<file path="src/pkg/fan_temp_pkg.sv">
// Package for the fan temperature threshold register bank
package fan_temp_pkg;
  localparam logic [7:0] ADDR_R1_START = 8'h67;
  localparam logic [7:0] ADDR_LOC_START = 8'h68;
  localparam logic [7:0] ADDR_R2_START = 8'h69;
  localparam logic [7:0] ADDR_R1_CRIT = 8'h6a;
  localparam logic [7:0] ADDR_LOC_CRIT = 8'h6b;
  localparam logic [7:0] ADDR_R2_CRIT = 8'h6c;
  localparam logic [7:0] ADDR_R1_LOC_HYST = 8'h6d;
  localparam logic [7:0] ADDR_R2_HYST = 8'h6e;
  localparam logic [7:0] ADDR_XOR_TEST = 8'h6f;
  localparam logic [7:0] ADDR_R1_OFFSET = 8'h70;
  localparam logic [7:0] ADDR_LOC_OFFSET = 8'h71;
  localparam logic [7:0] ADDR_R2_OFFSET = 8'h72;
  localparam logic [7:0] ADDR_STATUS = 8'h7a;
  localparam logic [7:0] RST_START = 8'h5a;
  localparam logic [7:0] RST_CRIT = 8'h64;
  localparam logic [7:0] RST_R1_LOC_HYST = 8'h44;
  localparam logic [7:0] RST_R2_HYST = 8'h40;
  localparam logic [7:0] RST_ZERO = 8'h00;
  localparam logic [7:0] CRIT_DISABLE = 8'h80;
  localparam logic [7:0] CRIT_RELEASE_DEG = 8'h04;
  localparam int XOR_TEST_BIT = 0;
  localparam int NUM_CH = 3;

  typedef struct packed {
    logic [7:0] addr;
    logic [7:0] wdata;
    logic wr;
    logic rd;
  } reg_req_t;

  typedef struct packed {
    logic [2:0][7:0] start;
    logic [2:0][7:0] crit;
    logic [7:0] hyst_r1_loc;
    logic [7:0] hyst_r2;
    logic [7:0] xor_test;
    logic [2:0][7:0] offset;
    logic [2:0][9:0] corr_temp;
    logic [2:0] fan_on;
    logic [2:0] crit_hit;
    logic [7:0] rdata;
  } bank_state_t;
endpackage : fan_temp_pkg

</file>
<file path="src/fan_temp_threshold_regs.sv">
// Fan start, critical limit, hysteresis and offset register bank
// Operation
// Above its start threshold a channel's fan runs at minimum duty, ramping by span
// Any channel above its critical limit forces every PWM output to full duty
// A critical limit of 0x80 disables the failsafe for that channel
// Failsafe holds until temperature falls four degrees below the limit
// Below start, fan stays at minimum until threshold minus hysteresis is reached
// Hysteresis fields are four bits, zero to fifteen whole degrees
// Software should program at least four degrees of hysteresis
// Hysteresis registers: remote1 and local share one, remote2 has one
// Bit 0 of the test register enables XOR-tree test mode
// Software must not write the upper seven test register bits
// Local offset, signed quarter-degree steps, is added to local reading
// Each remote channel has its own signed quarter-degree offset
// While lock is set, all these registers ignore writes
// Start thresholds reset to 0x5a, critical limits to 0x64
// Comparisons use offset-corrected temperature, updated per completed measurement
// Failsafe overrides every fan control mode while engaged
//
// Design decision made here: the address-and-strobe port.
`timescale 1ns/10ps
`default_nettype none
module fan_temp_threshold_regs #(
  parameter int CH = 3
) (
  input wire logic clk,
  input wire logic rst_n,
  input wire logic [7:0] reg_addr,
  input wire logic [7:0] reg_wdata,
  input wire logic reg_wr,
  input wire logic reg_rd,
  output logic [7:0] reg_rdata,
  input wire logic config_lock,
  input wire logic [CH-1:0][9:0] meas_temp,
  input wire logic [CH-1:0] meas_done,
  output logic [CH-1:0][9:0] corrected_temp,
  output logic [CH-1:0] fan_min_run,
  output logic [CH-1:0][7:0] fan_start_threshold,
  output logic failsafe_full_duty,
  output logic xor_test_enable
);

  fan_temp_pkg::bank_state_t st;
  fan_temp_pkg::bank_state_t next_st;
  fan_temp_pkg::reg_req_t req;

  // Temperatures are 10-bit signed, quarter degrees (8.2 format)
  function automatic logic [9:0] add_offset(input logic [9:0] t, input logic [7:0] o);
    add_offset = t + {{2{o[7]}}, o};
  endfunction : add_offset

  function automatic logic signed [10:0] deg_q(input logic [7:0] d);
    deg_q = {d[7], d, 2'b00};
  endfunction : deg_q

  function automatic logic [3:0] hyst_of(input fan_temp_pkg::bank_state_t s, input int c);
    if (c == 0) begin
      hyst_of = s.hyst_r1_loc[7:4];
    end else if (c == 1) begin
      hyst_of = s.hyst_r1_loc[3:0];
    end else begin
      hyst_of = s.hyst_r2[7:4];
    end
  endfunction : hyst_of

  assign req.addr = reg_addr;
  assign req.wdata = reg_wdata;
  assign req.wr = reg_wr & ~config_lock;
  assign req.rd = reg_rd;

  always_comb begin
    logic signed [10:0] t;
    logic signed [10:0] lim;
    t = '0;
    lim = '0;
    next_st = st;
    // Register writes
    if (req.wr) begin
      if (req.addr == fan_temp_pkg::ADDR_R1_START) begin
        next_st.start[0] = req.wdata;
      end else if (req.addr == fan_temp_pkg::ADDR_LOC_START) begin
        next_st.start[1] = req.wdata;
      end else if (req.addr == fan_temp_pkg::ADDR_R2_START) begin
        next_st.start[2] = req.wdata;
      end else if (req.addr == fan_temp_pkg::ADDR_R1_CRIT) begin
        next_st.crit[0] = req.wdata;
      end else if (req.addr == fan_temp_pkg::ADDR_LOC_CRIT) begin
        next_st.crit[1] = req.wdata;
      end else if (req.addr == fan_temp_pkg::ADDR_R2_CRIT) begin
        next_st.crit[2] = req.wdata;
      end else if (req.addr == fan_temp_pkg::ADDR_R1_LOC_HYST) begin
        next_st.hyst_r1_loc = req.wdata;
      end else if (req.addr == fan_temp_pkg::ADDR_R2_HYST) begin
        next_st.hyst_r2 = {req.wdata[7:4], 4'h0};
      end else if (req.addr == fan_temp_pkg::ADDR_XOR_TEST) begin
        // Upper bits are not stored, so a stray write cannot disturb anything
        next_st.xor_test = {7'h00, req.wdata[fan_temp_pkg::XOR_TEST_BIT]};
      end else if (req.addr == fan_temp_pkg::ADDR_R1_OFFSET) begin
        next_st.offset[0] = req.wdata;
      end else if (req.addr == fan_temp_pkg::ADDR_LOC_OFFSET) begin
        next_st.offset[1] = req.wdata;
      end else if (req.addr == fan_temp_pkg::ADDR_R2_OFFSET) begin
        next_st.offset[2] = req.wdata;
      end
    end
    // Comparisons use the corrected value held since the last completed measurement
    for (int c = 0; c < CH; c++) begin
      if (meas_done[c]) begin
        next_st.corr_temp[c] = add_offset(meas_temp[c], st.offset[c]);
      end
      t = {st.corr_temp[c][9], st.corr_temp[c]};
      lim = deg_q(st.start[c]);
      if (t > lim) begin
        next_st.fan_on[c] = 1'b1;
      end else if (t <= lim - $signed({5'b00000, hyst_of(st, c), 2'b00})) begin
        next_st.fan_on[c] = 1'b0;
      end
      lim = deg_q(st.crit[c]);
      if (st.crit[c] == fan_temp_pkg::CRIT_DISABLE) begin
        next_st.crit_hit[c] = 1'b0;
      end else if (t > lim) begin
        next_st.crit_hit[c] = 1'b1;
      end else if (t < lim - deg_q(fan_temp_pkg::CRIT_RELEASE_DEG)) begin
        next_st.crit_hit[c] = 1'b0;
      end
    end
    // Register reads, data valid the cycle after the strobe
    next_st.rdata = 8'h00;
    if (req.rd) begin
      if (req.addr == fan_temp_pkg::ADDR_R1_START) begin
        next_st.rdata = st.start[0];
      end else if (req.addr == fan_temp_pkg::ADDR_LOC_START) begin
        next_st.rdata = st.start[1];
      end else if (req.addr == fan_temp_pkg::ADDR_R2_START) begin
        next_st.rdata = st.start[2];
      end else if (req.addr == fan_temp_pkg::ADDR_R1_CRIT) begin
        next_st.rdata = st.crit[0];
      end else if (req.addr == fan_temp_pkg::ADDR_LOC_CRIT) begin
        next_st.rdata = st.crit[1];
      end else if (req.addr == fan_temp_pkg::ADDR_R2_CRIT) begin
        next_st.rdata = st.crit[2];
      end else if (req.addr == fan_temp_pkg::ADDR_R1_LOC_HYST) begin
        next_st.rdata = st.hyst_r1_loc;
      end else if (req.addr == fan_temp_pkg::ADDR_R2_HYST) begin
        next_st.rdata = st.hyst_r2;
      end else if (req.addr == fan_temp_pkg::ADDR_XOR_TEST) begin
        next_st.rdata = st.xor_test;
      end else if (req.addr == fan_temp_pkg::ADDR_R1_OFFSET) begin
        next_st.rdata = st.offset[0];
      end else if (req.addr == fan_temp_pkg::ADDR_LOC_OFFSET) begin
        next_st.rdata = st.offset[1];
      end else if (req.addr == fan_temp_pkg::ADDR_R2_OFFSET) begin
        next_st.rdata = st.offset[2];
      end else if (req.addr == fan_temp_pkg::ADDR_STATUS) begin
        next_st.rdata = {1'b0, st.crit_hit, 1'b0, st.fan_on};
      end
    end
  end

  always_ff @(posedge clk or negedge rst_n) begin
    if (!rst_n) begin
      st <= '0;
      st.start <= {3{fan_temp_pkg::RST_START}};
      st.crit <= {3{fan_temp_pkg::RST_CRIT}};
      st.hyst_r1_loc <= fan_temp_pkg::RST_R1_LOC_HYST;
      st.hyst_r2 <= fan_temp_pkg::RST_R2_HYST;
      st.xor_test <= fan_temp_pkg::RST_ZERO;
      st.offset <= {3{fan_temp_pkg::RST_ZERO}};
    end else begin
      st <= next_st;
    end
  end

  assign reg_rdata = st.rdata;
  assign corrected_temp = st.corr_temp;
  assign fan_min_run = st.fan_on;
  assign fan_start_threshold = st.start;
  // Downstream duty logic must OR this over manual and ramp-limited duty
  assign failsafe_full_duty = |st.crit_hit;
  assign xor_test_enable = st.xor_test[fan_temp_pkg::XOR_TEST_BIT];
endmodule : fan_temp_threshold_regs
`default_nettype wire

</file>
<file path="config.mk">
export PLATFORM = sky130hd
export DESIGN_NAME = fan_temp_threshold_regs
export DESIGN_NICKNAME = d
export VERILOG_FILES = /design/src/pkg/fan_temp_pkg.sv /design/src/fan_temp_threshold_regs.sv
export SDC_FILE = /design/constraint.sdc
export NUM_CORES = 1
export LEC_CHECK = 0
export ABC_AREA = 1
export BUFFER_PORTS_ARGS = -buffer_cell sky130_fd_sc_hd__buf_4
export CORE_MARGIN = 2
export CORE_UTILIZATION = 54
export CTS_CLUSTER_DIAMETER = 50
export DETAILED_ROUTE_END_ITERATION = 16
export PLACE_DENSITY = 0.77
export SLEW_MARGIN = 25
export SYNTH_ARGS = -nofsm -noshare
export SYNTH_HDL_FRONTEND = slang
export SYNTH_SLANG_ARGS = --single-unit
</file>
<file path="constraint.sdc">
create_clock -name clk -period 3.1 [get_ports clk]
set_input_delay 0.62 -clock clk [delete_from_list [all_inputs] [get_ports clk]]
set_output_delay 0.62 -clock clk [all_outputs]
set_load 0.02 [all_outputs]
</file>
==> metrics list <==
- Post-detailed-route DRC marker count: 0
- TritonCTS built the clock tree.
* Parity-gate share of the synthesized area counting xor and xnor cells: 3.12%
- Entering global routing, the biggest net connects between 50 and 60 pins.
- After synthesis, the cell types taking the most area are dfrtp_1, ha_1, nand2_1, o21ai_0, inv_1.
* Post-detailed-route wirelength per cell: 16.7 um
- Cell type with the largest total area after synthesis: dfrtp_1
- For this run, asynchronously set or reset flops after synthesis account for between 90% and 100%.
* Detailed placer's ending HPWL: 23300 um
- Cell chosen for the clock root: clkbuf_16
- Row count: ~50
* Die span in y: between 100 and 150 um
- Synthesis produced a netlist with a net count of between 1500 and 2000.
- The run finished with clean final reports.
- 0 antenna diodes ended up in the layout.
- Area of the mapped netlist: about 0.011 mm2
- Arrival time reported for the critical path endpoint: 3.17 ns
- Worst reg2reg setup slack: ~0.25 ns
- Final-layout worst hold slack: around 0.16 ns
* Clock Latency Late Sink: between 0.4 and 0.5 ns
* Count of hold-fix buffers inserted at cts: 0
- Synthesized-area fraction occupied by and/or/nand/nor cells: 20.6%
- Wire length of the first global-routing pass: 46100 um
- The largest single stage delay on the critical path is between 0.5 and 0.6 ns.
- Class of the tightest hold or removal check: primary input to asynchronous set/reset pin
- Final weighted congestion in routability-driven placement: approximately 1
* Placed instance area: around 0.011 mm2
- By count the netlist is led by nand2_1, inv_1, o21ai_0, ha_1, dfrtp_1.
- Max-cap check violation count: 0
- On the critical path the largest part of the delay comes from simple AND/OR/NAND/NOR gates.
- At the pin with the least slew margin, the transition time is around 0.66 ns.
- For this configuration, the core starts out at a cell density of ~55%.
- The synthesized design devotes to its leading area cell type approximately a quarter of total area.
* Part of the Yosys area used for sequential elements: 30.6%
- Initial antenna violation count: 0
- Floorplan Core Area: just under 0.02 mm2
- Fin Clk Skew: 0.00814 ns
* Setup Viol. Count Final: 0
- Critical setup path kind: flop to flop
- The area growth from synthesis to layout is 12.1%.
- Max FO, Critical Path: 3
- The synthesized netlist contains 47 unique library cells.
- For this run, the top clock speed supported by timing is approximately 350 MHz.
- The worst pin sits at a relative slew slack of between 50% and 60%.
- Area of the die: between 0.02 and 0.025 mm2
- Critical path's slowest cell: dfstp_2
- Synthesis handed over a netlist of between 1000 and 1500 instances.
- Post-synthesis average cell area: 7.50 um2
* Post-cts resize count: 0
* Most Frequent Cell on Critical Path: nand2_1
- Synth Area in Adders: about 18%
* Post-detailed-route count of antenna-violating nets: 0
* Total number of vias: just under 10000
* Setup repair after global routing missed its margin: no
- Post-Route Setup TNS: 0 ns
* Fraction of the mapped netlist area in compound gates: approximately 16%
- Die width: 144 um
- Max Buffers Root-to-Sink: 2
* Placed cell count: between 1500 and 2000
- For this design the top-level I/O count stands at 121.
- For this run the aggregate overflow at the end of global routing stands at 0.
- Measured on the finished design, the core utilization comes to 61.6%.
- Flop and latch count out of synthesis: 129
* Deepest level of the CTS H-tree: 4
- Final max-slew violation count: 0
- Vias in the first global route: approximately 9000
- Layout Nets: 1676
- After the flow finishes, the layout carries non-filler instances totaling roughly 1800.
* Critical Path Source Type: flop
- Clk slew on worst S/H paths: ~0.06 ns
- Leakage power summed over all cells: just over 6 nW
* Detailed Route WL: about 30000 um
- Global routing used roughly 29% of the available tracks.
* Crit. End Element: flop
- IR drop worst, VDD: approximately 0.00035 V
- Traced cell by cell, the critical path runs through inv_1 > ha_1 > nand2_1 > nor2_1 > a211oi_1 > nor2_1 > nor2_1 > nand3_1 > xor2_1 > inv_1 > ha_1 > nand2_1 > nor4_1 > nand2_1 > nand2_1 > nand2_1 > nand2_1 > nand2_1.
- After synthesis, the largest family of logic cells by area is simple AND/OR/NAND/NOR gates.
* Total of warnings raised by yosys: 0
- Req. time, crit path: around 3.4 ns
* Primary flip-flop cell chosen by synthesis mapping: dfrtp_1
- Buffers inserted by post-CTS timing repair: 0
- Counting every sink on the clock net gives 129.
- Final hold viol count: 0
- Ratio of cells with drive above 1 in the final layout: approximately 14%
* Number of DRC markers after the initial detailed-route iteration: roughly 930
- After detailed routing, the number of vias per cell comes to 5.54.
* Sum of buffers and inverters on the critical path: 2
- The clock period could shrink to 2.85 ns.
- Counting flops with a built-in enable in the synthesized netlist gives 0.
- Post-route design area: 0.0120 mm2
- After synthesis, the share of cell area in mux cells is 0%.
* Power Density: 429 mW/mm2
- For this run, the detailed router's first-pass iteration total came to 6.
* Port buffer count: 120
* Final Cycle Share: just over 90%
* Inserted Clock Buffers: 17
- Most common cell in the netlist: nand2_1
-- placed cells by master (no fill, tap or decap), drive strengths merged, types with 3 or more instances in the layout --
| cell type | count |
|---|---|
| nand2 | 338 |
| inv | 189 |
| o21ai | 158 |
| ha | 141 |
| buf | 125 |
| dfrtp | 105 |
| a21oi | 94 |
| nor2 | 82 |
| nand3 | 52 |
| xor2 | 27 |
| clkbuf | 25 |
| dfstp | 24 |
| nand4 | 20 |
| nor3 | 17 |
| xnor2 | 11 |
| a211oi | 8 |
| a31oi | 6 |
| fa | 6 |
| or2 | 6 |
| clkinv | 6 |
| o21a | 5 |
| o211ai | 5 |
| a21boi | 5 |
| a221oi | 4 |
| o21bai | 4 |
| o22ai | 4 |
| nand3b | 3 |
| nor4 | 3 |
-- cells by family after synthesis --
kind of cell,count (synthesis)
AND/OR/NAND/NOR,524
flip-flops,129
AO/OA/AOI/OAI,301
buffers and inverters,282
XOR/XNOR,38
adder cells (fa/ha/maj),147
-- metrics by stage --
| step | power [mW] | setup slack (ns) |
|---|---|---|
| after global placement | 3.06 | 0.367 |
| after global routing | 5.40 | 0.0315 |
| after CTS | 5.14 | 0.278 |
| final | 5.13 | 0.254 |
| after detailed placement | 3.09 | 0.281 |
| after floorplan | 2.73 | 0.593 |
-- final timing paths --
path	startpoint	to	cells after the start
worst max-delay path	st[86]	fan_min_run[1]	18
worst min-delay path	rst_n	corrected_temp[27]	1
worst max register to register	st[86]	fan_min_run[1]	18
worst min register to register	st[101]	st[101]	2
max in group asynchronous	rst_n	st[97]	2
min in group clk	meas_done[0]	corrected_temp[2]	2
-- final cells by class --
cell class / instances / area (um2)
clock buffer: 25 / 515
clock inverter: 7 / 97.6
fill: 1784 / 7450
inverter: 192 / 721
multi-input combinational: 1010 / 6080
sequential: 129 / 3260
tap: 265 / 332
timing repair buffer: 125 / 951
-- layer usage --
metal  vias up  track usage, %  routed length [um]
li1       4755               -                   -
met1      4493            39.5               12900
met2       386            46.0               13100
met3        75            4.70                2210
met4         0            11.7                1080
met5         -               0                   0
-- power breakdown --
part	switching, mW	total, mW	internal [mW]
sequential	0.149	1.93	1.78
combinational	0.680	1.15	0.470
clock	0.740	2.05	1.31
total	1.57	5.13	3.56
-- registers in the layout (all words and copies together), names as in the netlist --
signal and cells:
fan_start_threshold 24, st 63, reg_rdata 8, xor_test_enable 1
corrected_temp 30, fan_min_run 3
-- worst register-to-register path: cells and delay by family (launching register included) --
family | cells | cell delay, ns
AO/OA/AOI/OAI | 1 | 0.36
XOR/XNOR | 1 | 0.14
adder cells (fa/ha/maj) | 2 | 0.59
buffers and inverters | 2 | 0.10
flip-flops | 1 | 0.55
AND/OR/NAND/NOR | 12 | 1.00
Power figures use the tool's default switching activity.
